--- config.mk ---
export PLATFORM = sky130hd
export DESIGN_NAME = tspc_regs
export DESIGN_NICKNAME = d
export VERILOG_FILES = /design/src/core/tspc_pkg.sv /design/src/core/tspc_regs.sv
export SDC_FILE = /design/constraint.sdc
export NUM_CORES = 1
export LEC_CHECK = 0
export BUFFER_PORTS_ARGS = -buffer_cell sky130_fd_sc_hd__buf_2
export CORE_UTILIZATION = 53
export CTS_CLUSTER_DIAMETER = 100
export DETAILED_ROUTE_END_ITERATION = 16
export PLACE_DENSITY = 0.87
export REMOVE_ABC_BUFFERS = 1
export SLEW_MARGIN = 30
export SYNTH_ARGS = -nofsm -noshare
export SYNTH_HDL_FRONTEND = slang
export SYNTH_SLANG_ARGS = --single-unit
--- constraint.sdc ---
create_clock -name clock -period 6 [get_ports clock]
set_input_delay 0 -clock clock [delete_from_list [all_inputs] [get_ports clock]]
set_output_delay 0 -clock clock [all_outputs]
set_load 0.03 [all_outputs]
--- src/core/tspc_pkg.sv ---
package tspc_pkg;
   // register byte addresses
   localparam logic [7:0] ADDR_CONFIG = 8'h00;
   localparam logic [7:0] ADDR_FUNC = 8'h04;
   localparam logic [7:0] ADDR_STATUS = 8'h08;
   localparam logic [7:0] ADDR_CONTROL = 8'h0c;
   // reset values
   localparam logic [15:0] CONFIG_RESET = 16'h0000;
   localparam logic [15:0] FUNC_RESET = 16'h0000;
   localparam logic [15:0] STATUS_RESET = 16'h0004;
   // preproc_config fields
   localparam int CFG_SEL_HI = 15;
   localparam int CFG_SEL_LO = 14;
   localparam int CFG_FILT_MSB = 13;
   localparam int CFG_FILT_LSB = 10;
   localparam int CFG_TZONE_LSB = 8;
   localparam int CFG_AZONE_LSB = 6;
   localparam logic [15:0] CONFIG_WMASK = 16'hffdf;
   localparam int CFG_CHAN_FILTER_EN_X = 4;
   localparam int CFG_CHAN_FILTER_EN_Y = 3;
   localparam int CFG_CHAN_FILTER_EN_Z = 2;
   localparam int CFG_CHAN_FILTER_EN_AUX = 1;
   localparam int CFG_CHAN_FILTER_EN_TEMP = 0;
   // control fields
   localparam int CTL_CODE_LSB = 0;
   localparam int CTL_SELF_SCAN = 4;
   localparam int CTL_STOP = 5;
   localparam int CTL_SOFT_RST = 6;
   localparam int CTL_START = 7;
   // function status fields
   localparam int FUNC_COUNT = 13;
   localparam int FUNC_DRV_X = 13;
   localparam int FUNC_DRV_Y = 14;
   localparam int FUNC_DRV_YX = 15;
   // status fields
   localparam int STS_DAV_LSB = 9;
   localparam int STS_RST_FLAG = 7;
   localparam int STS_XOK = 6;
   localparam int STS_YOK = 5;
   localparam int STS_YNS = 3;
   localparam int STS_PDN = 2;
   // channels: 0 x, 1 y, 2 z1, 3 z2, 4 aux, 5 temp1, 6 temp2
   localparam int CHAN_COUNT = 7;
   localparam logic [2:0] CHAN_AUX = 3'h4;
   localparam logic [2:0] CHAN_TEMP1 = 3'h5;
   localparam logic [2:0] CHAN_TEMP2 = 3'h6;
   // zone codes
   localparam logic [1:0] ZONE_OFF = 2'h0;
   localparam logic [1:0] ZONE_BELOW = 2'h1;
   localparam logic [1:0] ZONE_INSIDE = 2'h2;
   // processed result from the filter arithmetic
   typedef struct packed {
      logic valid;
      logic [2:0] chan;
      logic [11:0] value;
   } tspc_result_t;
   // panel driver states
   typedef struct packed {
      logic xPos;
      logic xNeg;
      logic yPos;
      logic yNeg;
   } tspc_drivers_t;
   // zone thresholds
   typedef struct packed {
      logic [11:0] auxHigh;
      logic [11:0] auxLow;
      logic [11:0] tempHigh;
      logic [11:0] tempLow;
   } tspc_thresh_t;
endpackage : tspc_pkg

--- src/core/tspc_regs.sv ---
// Notes on behaviour
// - select 00: pin is pen irq (low active) ANDed with inverted data-available.
// - low select bit one: pin shows data-available, active low.
// - select 10: pin shows pen touch irq only.
// - filter control defaults zero; zero bypasses the preprocessor.
// - while filter processes, busy and affected data-available flags show busy.
// - filter control bits read back as written.
// - zone enabled: store and flag only results meeting the criterion.
// - zone code 00 stores and flags without comparison.
// - zone 01 below low, 10 between, 11 above high threshold.
// - separate zone codes for temperature and auxiliary channels.
// - filter applied per channel enable before any zone comparison.
// - five channel filter enables reset zero; one applies the filter.
// - bits 15..13 show active panel driver pairs, else zero.
// - driver bits clear on completion, stop or any reset.
// - low thirteen bits one-hot on the running function code.
// - function bits clear on completion, stop or any reset.
// - self scan keeps bit 0 or 1 when scan ends for no touch.
// - status bits 15..9 mirror the seven data-available flags.
// - flag set on store, held until host read all updated registers.
// - status register resets to 0004h; here bits 1:0 hold VERSION_ID, default 2, so it reads 0006h after reset.
// - preproc_config resets to zero, select bits included.
// - function status register resets to zero.
// - reset flag reads zero after a reset until a status poll.
//
// The APB interface to the registers and the register offsets were chosen for this implementation.
`timescale 1ns/1ps
`default_nettype none
module tspc_regs #(
   parameter logic [1:0] VERSION_ID = 2'h2 // arbitrary value
) (
   input wire logic clock,
   input wire logic sys_rst,
   input wire logic psel,
   input wire logic penable,
   input wire logic pwrite,
   input wire logic [7:0] paddr,
   input wire logic [31:0] pwdata,
   output logic [31:0] prdata,
   output logic pready,
   output logic pslverr,
   input wire logic penTouchIrq_n,
   output logic combinedIrqPin,
   input wire tspc_pkg::tspc_result_t procResult,
   input wire tspc_pkg::tspc_thresh_t thresholds,
   input wire tspc_pkg::tspc_drivers_t drivers,
   input wire logic [6:0] filterBusy,
   input wire logic [6:0] allRegsRead,
   input wire logic funcDone,
   input wire logic scanNoTouch,
   input wire logic xPanelOk,
   input wire logic yPanelOk,
   input wire logic yNoShort,
   input wire logic powerdownIn,
   output logic [6:0] chanFilterOn,
   output logic [3:0] filterSetting,
   output logic [6:0] storeStrobe,
   output logic [11:0] storeValue,
   output logic funcStart,
   output logic [3:0] funcCode,
   output logic selfScanSel,
   output logic stopReq,
   output logic convBusy,
   output logic softResetOut
);
   import tspc_pkg::*;

   // zone test on a processed result
   function automatic logic zoneOk(input logic [1:0] zone, input logic [11:0] v,
                                   input logic [11:0] lo, input logic [11:0] hi);
      logic ok;
      ok = 1'b1;
      unique case (zone)
         ZONE_OFF: ok = 1'b1;
         ZONE_BELOW: ok = (v < lo);
         ZONE_INSIDE: ok = (v >= lo) && (v <= hi);
         default: ok = (v > hi);
      endcase
      return ok;
   endfunction : zoneOk

   // channel number to its filter enable bit; z1/z2 and the temperatures share one
   function automatic int maveBit(input int chan);
      int b;
      b = CFG_CHAN_FILTER_EN_TEMP;
      unique case (chan)
         0: b = CFG_CHAN_FILTER_EN_X;
         1: b = CFG_CHAN_FILTER_EN_Y;
         2, 3: b = CFG_CHAN_FILTER_EN_Z;
         4: b = CFG_CHAN_FILTER_EN_AUX;
         default: b = CFG_CHAN_FILTER_EN_TEMP;
      endcase
      return b;
   endfunction : maveBit

   logic [15:0] config_reg;
   logic [7:0] control_reg;
   logic [12:0] funcOneHot_reg;
   logic [2:0] driverBits_reg;
   logic [6:0] dav_reg;
   logic resetFlag_reg;
   logic powerdown_state_reg;
   logic softRst_reg;
   logic penSync1_reg;
   logic penSync2_reg;
   logic pin_reg;
   logic [31:0] rdata_reg;
   logic [6:0] store_reg;
   logic [11:0] value_reg;
   logic start_reg;
   logic stop_reg;
   logic anyRst;
   logic setup;
   logic access;
   logic wrAccess;
   logic rdStatus;
   logic mapped;
   logic wrCtl;
   logic running;
   logic accept;
   logic [6:0] davShown;
   logic davAny;
   logic [15:0] funcWord;
   logic [15:0] statusWord;
   logic [3:0] wrCode;

   // software reset acts like the system reset on everything but itself and the two pen irq flops
   assign anyRst = sys_rst | softRst_reg;

   // bus phases and decode
   assign setup = psel & ~penable;
   assign access = psel & penable;
   assign wrAccess = access & pwrite & mapped;
   assign mapped = (paddr == ADDR_CONFIG) || (paddr == ADDR_FUNC) ||
                   (paddr == ADDR_STATUS) || (paddr == ADDR_CONTROL);
   assign rdStatus = access & ~pwrite & (paddr == ADDR_STATUS);
   assign wrCtl = wrAccess & (paddr == ADDR_CONTROL);
   assign wrCode = pwdata[CTL_CODE_LSB +: 4];
   assign pready = 1'b1;
   assign pslverr = access & ~mapped;
   assign prdata = rdata_reg;

   // pen irq pin passes two flops
   always_ff @(posedge clock) begin
      if (sys_rst) begin
         penSync1_reg <= 1'b1;
         penSync2_reg <= 1'b1;
      end else begin
         penSync1_reg <= penTouchIrq_n;
         penSync2_reg <= penSync1_reg;
      end
   end

   // software reset bit stays until software writes zero
   always_ff @(posedge clock) begin
      if (sys_rst) begin
         softRst_reg <= 1'b0;
      end else if (wrCtl) begin
         softRst_reg <= pwdata[CTL_SOFT_RST];
      end
   end

   // preprocessor configuration
   always_ff @(posedge clock) begin
      if (anyRst) begin
         config_reg <= CONFIG_RESET;
      end else if (wrAccess && paddr == ADDR_CONFIG) begin
         config_reg <= pwdata[15:0] & CONFIG_WMASK;
      end
   end

   // control: code and self scan select; start and stop read back as zero
   always_ff @(posedge clock) begin
      if (anyRst) begin
         control_reg <= 8'h00;
      end else if (wrCtl) begin
         control_reg <= {1'b0, pwdata[CTL_SOFT_RST], 1'b0, pwdata[4:0]};
      end
   end

   // one-shot start and stop; a code past the last function never starts
   always_ff @(posedge clock) begin
      if (anyRst) begin
         start_reg <= 1'b0;
         stop_reg <= 1'b0;
      end else begin
         start_reg <= wrCtl & pwdata[CTL_START] & (wrCode < 4'(FUNC_COUNT));
         stop_reg <= wrCtl & pwdata[CTL_STOP];
      end
   end

   // one-hot running function indicator
   always_ff @(posedge clock) begin
      if (anyRst) begin
         funcOneHot_reg <= FUNC_RESET[12:0];
      end else if (stop_reg) begin
         funcOneHot_reg <= 13'h0000;
      end else if (start_reg) begin
         funcOneHot_reg <= 13'(13'h0001 << control_reg[3:0]);
      end else if (funcDone) begin
         if (scanNoTouch && control_reg[CTL_SELF_SCAN] &&
             (funcOneHot_reg[0] || funcOneHot_reg[1])) begin
            funcOneHot_reg <= funcOneHot_reg;
         end else begin
            funcOneHot_reg <= 13'h0000;
         end
      end
   end

   assign running = |funcOneHot_reg;

   // panel driver pairs, only while a function runs
   always_ff @(posedge clock) begin
      if (anyRst || stop_reg || funcDone || !running) begin
         driverBits_reg <= 3'h0;
      end else begin
         driverBits_reg[0] <= drivers.xPos & drivers.xNeg;
         driverBits_reg[1] <= drivers.yPos & drivers.yNeg;
         driverBits_reg[2] <= drivers.yPos & drivers.xNeg;
      end
   end

   // filter routing per channel; an all-zero setting bypasses every channel
   assign filterSetting = config_reg[CFG_FILT_MSB:CFG_FILT_LSB];
   generate
      for (genvar c = 0; c < CHAN_COUNT; c++) begin : g_filt
         assign chanFilterOn[c] = (|filterSetting) &
                                  config_reg[maveBit(c)];
      end
   endgenerate

   // zone detection on the already filtered result
   always_comb begin
      if (procResult.chan == CHAN_AUX) begin
         accept = zoneOk(config_reg[CFG_AZONE_LSB +: 2], procResult.value,
                         thresholds.auxLow, thresholds.auxHigh);
      end else if (procResult.chan == CHAN_TEMP1 || procResult.chan == CHAN_TEMP2) begin
         accept = zoneOk(config_reg[CFG_TZONE_LSB +: 2], procResult.value,
                         thresholds.tempLow, thresholds.tempHigh);
      end else begin
         accept = 1'b1;
      end
   end

   // store strobes toward the data registers
   always_ff @(posedge clock) begin
      if (anyRst) begin
         store_reg <= 7'h00;
         value_reg <= 12'h000;
      end else begin
         store_reg <= 7'h00;
         if (procResult.valid && accept && procResult.chan < 3'(CHAN_COUNT)) begin
            store_reg[procResult.chan] <= 1'b1;
            value_reg <= procResult.value;
         end
      end
   end

   // data-available flags, a new store wins over a read clear
   generate
      for (genvar c = 0; c < CHAN_COUNT; c++) begin : g_dav
         always_ff @(posedge clock) begin
            if (anyRst) begin
               dav_reg[c] <= 1'b0;
            end else if (store_reg[c]) begin
               dav_reg[c] <= 1'b1;
            end else if (allRegsRead[c]) begin
               dav_reg[c] <= 1'b0;
            end
         end
         assign davShown[c] = dav_reg[c] & ~filterBusy[c];
      end
   endgenerate

   assign davAny = |davShown;

   // combined interrupt pin select
   always_ff @(posedge clock) begin
      if (anyRst) begin
         pin_reg <= 1'b1;
      end else if (config_reg[CFG_SEL_LO]) begin
         pin_reg <= ~davAny;
      end else if (config_reg[CFG_SEL_HI]) begin
         pin_reg <= penSync2_reg;
      end else begin
         pin_reg <= penSync2_reg & ~davAny;
      end
   end

   // reset flag: zero after any reset until software polls the status
   always_ff @(posedge clock) begin
      if (anyRst) begin
         resetFlag_reg <= STATUS_RESET[STS_RST_FLAG];
      end else if (rdStatus) begin
         resetFlag_reg <= 1'b1;
      end
   end

   // power-down status follows its input only while the converter is awake
   always_ff @(posedge clock) begin
      if (anyRst) begin
         powerdown_state_reg <= STATUS_RESET[STS_PDN];
      end else if (running || !penSync2_reg) begin
         powerdown_state_reg <= powerdownIn;
      end
   end

   // read words
   assign funcWord = {driverBits_reg, funcOneHot_reg};
   always_comb begin
      statusWord = 16'h0000;
      statusWord[15:STS_DAV_LSB] = {davShown[0], davShown[1], davShown[2], davShown[3],
                                    davShown[4], davShown[5], davShown[6]};
      statusWord[STS_RST_FLAG] = resetFlag_reg;
      statusWord[STS_XOK] = xPanelOk;
      statusWord[STS_YOK] = yPanelOk;
      statusWord[STS_YNS] = yNoShort;
      statusWord[STS_PDN] = powerdown_state_reg;
      statusWord[1:0] = VERSION_ID;
   end

   // read data captured in the setup cycle
   always_ff @(posedge clock) begin
      if (anyRst) begin
         rdata_reg <= 32'h0000_0000;
      end else if (setup && !pwrite) begin
         unique case (paddr)
            ADDR_CONFIG: rdata_reg <= {16'h0000, config_reg};
            ADDR_FUNC: rdata_reg <= {16'h0000, funcWord};
            ADDR_STATUS: rdata_reg <= {16'h0000, statusWord};
            ADDR_CONTROL: rdata_reg <= {24'h000000, control_reg};
            default: rdata_reg <= 32'h0000_0000;
         endcase
      end
   end

   // outputs to the conversion sequencer
   assign combinedIrqPin = pin_reg;
   assign storeStrobe = store_reg;
   assign storeValue = value_reg;
   assign funcStart = start_reg;
   assign funcCode = control_reg[3:0];
   assign selfScanSel = control_reg[CTL_SELF_SCAN];
   assign stopReq = stop_reg;
   assign convBusy = running | (|filterBusy);
   assign softResetOut = softRst_reg;
endmodule : tspc_regs
`default_nettype wire

# ---- Word-level counts from Yosys, hierarchy flattened
# Cells that the tools add are included.
dict set report word_totals {
  in_bits 134
  ff_bits 103
  word_cells 152
}
dict set report op_classes {
  n_eq_ne 11
  shifts 1
  bitwise 41
  reduce_logical 39
  magnitude_cmp 12
  mux 26
}
# cell count
set op_table {}
lappend op_table {{$pmux 16 s4} 1}
lappend op_table {{$mux 13} 3}
lappend op_table {{$and 1x1->1} 27}
lappend op_table {{$ge 12x12->1} 2}
lappend op_table {{$gt 12x12->1} 2}
lappend op_table {{$le 12x12->1} 2}
lappend op_table {{$lt 12x12->1} 2}
lappend op_table {{$mux 1} 19}
lappend op_table {{$eq 8x4->1 const B} 2}
lappend op_table {{$reduce_bool 2->1} 8}
lappend op_table {{$reduce_or 7->1} 2}
lappend op_table {{$reduce_or 13->1} 1}
lappend op_table {{$shl 1x4->13 const A} 1}
lappend op_table {{$not 1->1} 12}
lappend op_table {{$eq 3x3->1 const B} 3}
lappend op_table {{$logic_and 1x1->1} 9}
lappend op_table {{$logic_or 1x1->1} 9}
lappend op_table {{$eq 8x3->1 const B} 1}
lappend op_table {{$logic_not 8->1} 1}
lappend op_table {{$pmux 1 s3} 2}
lappend op_table {{$eq 2x1->1 const B} 2}
lappend op_table {{$eq 2x2->1 const B} 2}
lappend op_table {{$logic_not 2->1} 2}
lappend op_table {{$lt 3x4->1 const B} 1}
lappend op_table {{10 further kinds} 14}

# ---- Depth between registers and ports, before layout
dict set report depth {
  word_depth 9
  depth_mapped 10
}

# ---- Worst setup path before layout
# Ideal clock, no wire load.
dict set report synth_path {
  path_kind {input-to-reg}
  from {in thresholds[11] (netlist name)}
  to {reg value_reg[10], in the netlist storeValue[10]}
  setup_time_ns 0.072
  arrival_time_ns 1.981
  cell_stages 10
  slack_ns 3.947
  path_cell_list {inv_1 -> ha_1 -> nand4_1 -> or2_2 -> a21oi_1 -> a2111oi_4 -> mux2i_1 -> nor4_4 -> buf_8 -> mux2i_1}
}
dict set report synth_via {
  elab_chain_len 7
  word_cells_on_any_way 8
  cone_classes {order compare (2); mux (3); reduce/logical (3)}
}
# item line
set synth_lines {}
lappend synth_lines {{from (decl)} tspc_regs.sv:45} ;# input wire tspc_pkg::tspc_thresh_t thresholds,
lappend synth_lines {{$ge 12x12->1} tspc_regs.sv:76} ;# ZONE_INSIDE: ok = (v >= lo) && (v <= hi);
lappend synth_lines {{$logic_and 1x1->1} tspc_regs.sv:76}
lappend synth_lines {{$pmux 1 s3 (*)} tspc_regs.sv:73} ;# unique case (zone)
lappend synth_lines {{$mux 1 (*)} tspc_regs.sv:237} ;# end else if (procResult.chan == CHAN_TEMP1 || procResult.chan == CHAN_TEMP2) begin
lappend synth_lines {{$mux 1 (*)} tspc_regs.sv:234} ;# if (procResult.chan == CHAN_AUX) begin
lappend synth_lines {{$logic_and 1x1->1 (*) (2 in series)} tspc_regs.sv:252} ;# if (procResult.valid && accept && procResult.chan < 3'(CHAN_COUNT)) begin
lappend synth_lines {{to (signal assigned)} tspc_regs.sv:254} ;# value_reg <= procResult.value;
lappend synth_lines {{to (decl)} tspc_regs.sv:109} ;# logic [11:0] value_reg;
# Mark *: on every way between the ends. The rest lies on a longest branch, timed or not.
# A chain may end at the register's enable or synchronous reset.

# ---- Worst setup path after layout
dict set report layout_path {
  from {in procResult[1] (netlist name)}
  to {reg store_reg[6], in the netlist storeStrobe[6]}
}
dict set report layout_via {
  elab_chain_len 9
  word_cells_on_any_way 18
  cone_classes {order compare (8); mux (4); bitwise (1); reduce/logical (5)}
}
# item line
set layout_lines {}
lappend layout_lines {{from (decl)} tspc_regs.sv:44} ;# input wire tspc_pkg::tspc_result_t procResult,
lappend layout_lines {{$ge 12x12->1 / $le 12x12->1 (equally long branches)} tspc_regs.sv:76}
lappend layout_lines {{$logic_and 1x1->1} tspc_regs.sv:76}
lappend layout_lines {{$pmux 1 s3} tspc_regs.sv:73}
lappend layout_lines {{$mux 1} tspc_regs.sv:237}
lappend layout_lines {{$mux 1 (*)} tspc_regs.sv:234}
lappend layout_lines {{$logic_and 1x1->1 (*) (2 in series)} tspc_regs.sv:252}
lappend layout_lines {{$not 1->1 (no line) (*)} --}
lappend layout_lines {{$reduce_or 2->1 (no line) (*)} --}
lappend layout_lines {{to (signal assigned)} tspc_regs.sv:248} ;# store_reg <= 7'h00;
lappend layout_lines {{to (signal assigned)} tspc_regs.sv:251} ;# store_reg <= 7'h00;
lappend layout_lines {{to (signal, indexed assignment)} tspc_regs.sv:253} ;# store_reg[procResult.chan] <= 1'b1;
lappend layout_lines {{to (decl)} tspc_regs.sv:108} ;# logic [6:0] store_reg;
# Marked as above.

==> impl_results.md <==
* Simple-gate area share of the yosys netlist at between 20% and 30%
* All-Layer GR Usage at between 20% and 30%
* Ant diodes at 0
* Clk buf depth at 2
* Seq cells post-synth at 87
* Die Wd at between 100 and 150 um
* Initial antenna violation count at 0
* Grt ovf at 0
* Via count at roughly 5200
* Residual DRC count at 0
* Leakage at 3.277 nW
* Synth Area in Compound Gates at between 10% and 20%
* Layout Area Growth over Synthesis at 30.10%
* Post-synthesis cell type count at 56
* RSZ-0062 raised after global routing: no
* GP Congestion at 0.9007
* CP endpoint kind: flop
* Multiplexer area fraction after synthesis at a little over a tenth
* CTS root buffer: clkbuf_8
* NetSw at around 350 uW
* Total die area at just over 0.01 mm^2
* Synth Area in XOR/XNOR at less than 1%
* Pin count of the biggest net entering global routing at 48
* IO Pins at 208
* Final std cells w/o fill at between 900 and 1000
* Commonest cells after routing, fill and taps aside: buf_2, dfxtp_1, nor2_1, inv_1, dlygate4sd3_1
* Number of max-cap violations at 0
* Flop pwr share at between 40% and 50%
* Post-synthesis adder-cell area fraction at around an eighth
* Post-route ant nets at 0
* Cell row count at 35
* Slew Viols, Final at 0
* Ys flop type: dfxtp_1
* Fmax at approximately 300 MHz
* CTS tree: built
* Final setup fails at 0
* Vias in the first global route at 5000
* Pre-antenna DRT Iters at 5
* Int Pwr at roughly 970 uW
* Die Y at 100.6 um
* CP startpoint kind: primary input
* CP Max Fanout at 15
* CTS sink count at 87
* Post-synthesis sequential area ratio at about a third
* TritonCTS buffer count at 9
* Fin Clk Skew at approximately 0.012 ns
* DRT iter0 DRCs at between 200 and 300
* Post-DR vias/cell at between 5 and 6
* Largest family of logic cells by synthesized area: simple AND/OR/NAND/NOR gates
* Fin crit period at roughly 3.3 ns
* Syn_area_per_cell at roughly 8.5 um^2
* Final nets at ~990
* Synth warnings at 0
* Setup Buffers After CTS at 0
* Worst EP arrival at between 3 and 4 ns
* Most common cell after layout, fill and taps aside: buf_2
* Sw frac at 26.59%
* Combinational fraction of design power at ~18%
* Core Box Area at 0.009328 mm^2
* Power per cell area at 196.5 mW/mm^2
* Global-route wire length before repair at about 23000 um
* Slew HR at between 30 and 40%
* Fin crit share at 55.60%
* Clk_lat worst skew at between 0.3 and 0.4 ns
* Total Wirelength at about 15000 um
* Worst IR drop on VDD at about 0.00010 V
* WL per Instance at 15.64 um
* Post-synthesis cell count at roughly 600
* Status: complete, no violations
* Worst Hold Class: in2reg
* IO Port Bufs at ~170
* Final TNS setup at 0 ns
* Worst setup path class: in2reg
* Pin slew with the least headroom to its limit at approximately 0.93 ns
* Starting density of the core at 55.21%
* Placed cells at between 800 and 900
* H-tree depth at 3
* Mapped cell area at between 0.005 and 0.006 mm^2
* Hold Fails Final Rpt at 0
* Min Hold Slack at 0.04791 ns
* Layout cell share with drive strength beyond 1 at about 27%
* Max reg flops at 16
* WP data required at approximately 6.3 ns
* Post-synth EDFFs at 0
* Clock Power Share at 37.6%
* Fraction of registers with async set/reset at 0%
* Clock Pin Slew Worst Setup and Hold Paths at ~0.09 ns
* Hpwl dp at 10450 um
==> kinds of logic after synthesis <==
group	count (synthesis)
buffers and inverters	107
AND/OR/NAND/NOR	213
adder cells (fa/ha/maj)	48
flip-flops	87
AO/OA/AOI/OAI	95
other	2
multiplexers	51
XOR/XNOR	1
==> layout make-up <==
class	instances	area, um^2
well taps	129	161.4
repair buffers	226	1384
inverters	58	217.7
fillers	714	2628
clock inverters	6	117.6
flip-flops and latches	87	1742
multi-input cells	425	2954
clock buffers	9	123.9
==> worst paths after layout <==
path,startpoint,to,cells past startpoint,slack (ns)
max,procResult[1],storeStrobe[6]$_SDFF_PP0_,12,2.66
min,penable,resetFlag_reg$_SDFFE_PP0P_,4,0.05
max reg2reg,config_reg[7]$_SDFFE_PP0P_,storeStrobe[6]$_SDFF_PP0_,7,3.45
min reg2reg,penSync1_reg$_SDFF_PP1_,penSync2_reg$_SDFF_PP1_,1,0.45
==> metal layers <==
metal	up-vias	routed length, um	global-route usage, %
met5	-	0	0
met4	0	414	11.82
met3	43	1010	4.785
met2	271	7239	51.69
met1	2421	6033	34.01
li1	2464	-	-
==> cell usage after synthesis (4+ instances only) <==
cell / n / area share [%]
a21o_1: 9 / 1.3
a21oi_1: 33 / 3.2
a22oi_1: 16 / 2.3
and4_1: 4 / 0.68
buf_4: 28 / 4.1
clkbuf_1: 16 / 1.2
dfxtp_1: 87 / 34
ha_1: 48 / 12
inv_1: 58 / 4.2
mux2i_1: 47 / 9.1
nand2_1: 43 / 3.1
nand2b_1: 10 / 1.2
nand3_1: 13 / 1.3
nand3b_1: 4 / 0.58
nand4_1: 11 / 1.3
nor2_1: 76 / 5.5
nor2b_1: 9 / 1.1
nor3_1: 4 / 0.39
nor3b_1: 4 / 0.58
nor4_1: 5 / 0.61
o211ai_1: 6 / 0.87
o21ai_0: 6 / 0.58
o22ai_1: 10 / 1.2
or2_2: 6 / 0.73
or3_1: 4 / 0.49
==> metrics by stage <==
step | area (um^2) | utilization [%] | worst slack [ns] | total power, mW
after floorplan | 4905 | - | 3.656 | 0.7206
after detailed placement | 5962 | 63.92 | 3.416 | 0.8076
after global placement | 5962 | 63.92 | 3.467 | 0.7978
after global routing | 6700 | 71.83 | 2.443 | 1.367
after CTS | 6694 | 71.76 | 2.710 | 1.316
final | 6700 | 71.83 | 2.664 | 1.317
==> worst max-delay path, stage by stage <==
cell and delay, ns:
dlygate4sd3_1 0.53, buf_2 0.16, ha_1 0.32, nor2b_4 0.13, o211ai_1 0.16, a21oi_1 0.13
a2111oi_4 0.41, mux2i_1 0.17, nor4_4 0.50, buf_4 0.33, nor4bb_1 0.21, dlygate4sd3_1 0.57
==> power by group through the flow <==
stage	logic, mW	clock network [mW]	registers, mW
final	0.232	0.495	0.590
after CTS	0.228	0.499	0.589
after floorplan	0.106	0	0.615
after global routing	0.254	0.522	0.591
after global placement	0.195	0	0.602
after detailed placement	0.205	0	0.603
==> timing repair <==
item,4_1_cts,5_1_grt
endpoints found under the hold margin,51,0
hold buffers,49,0
gates resized for setup,0,0
(Power assumes the default switching activity.)
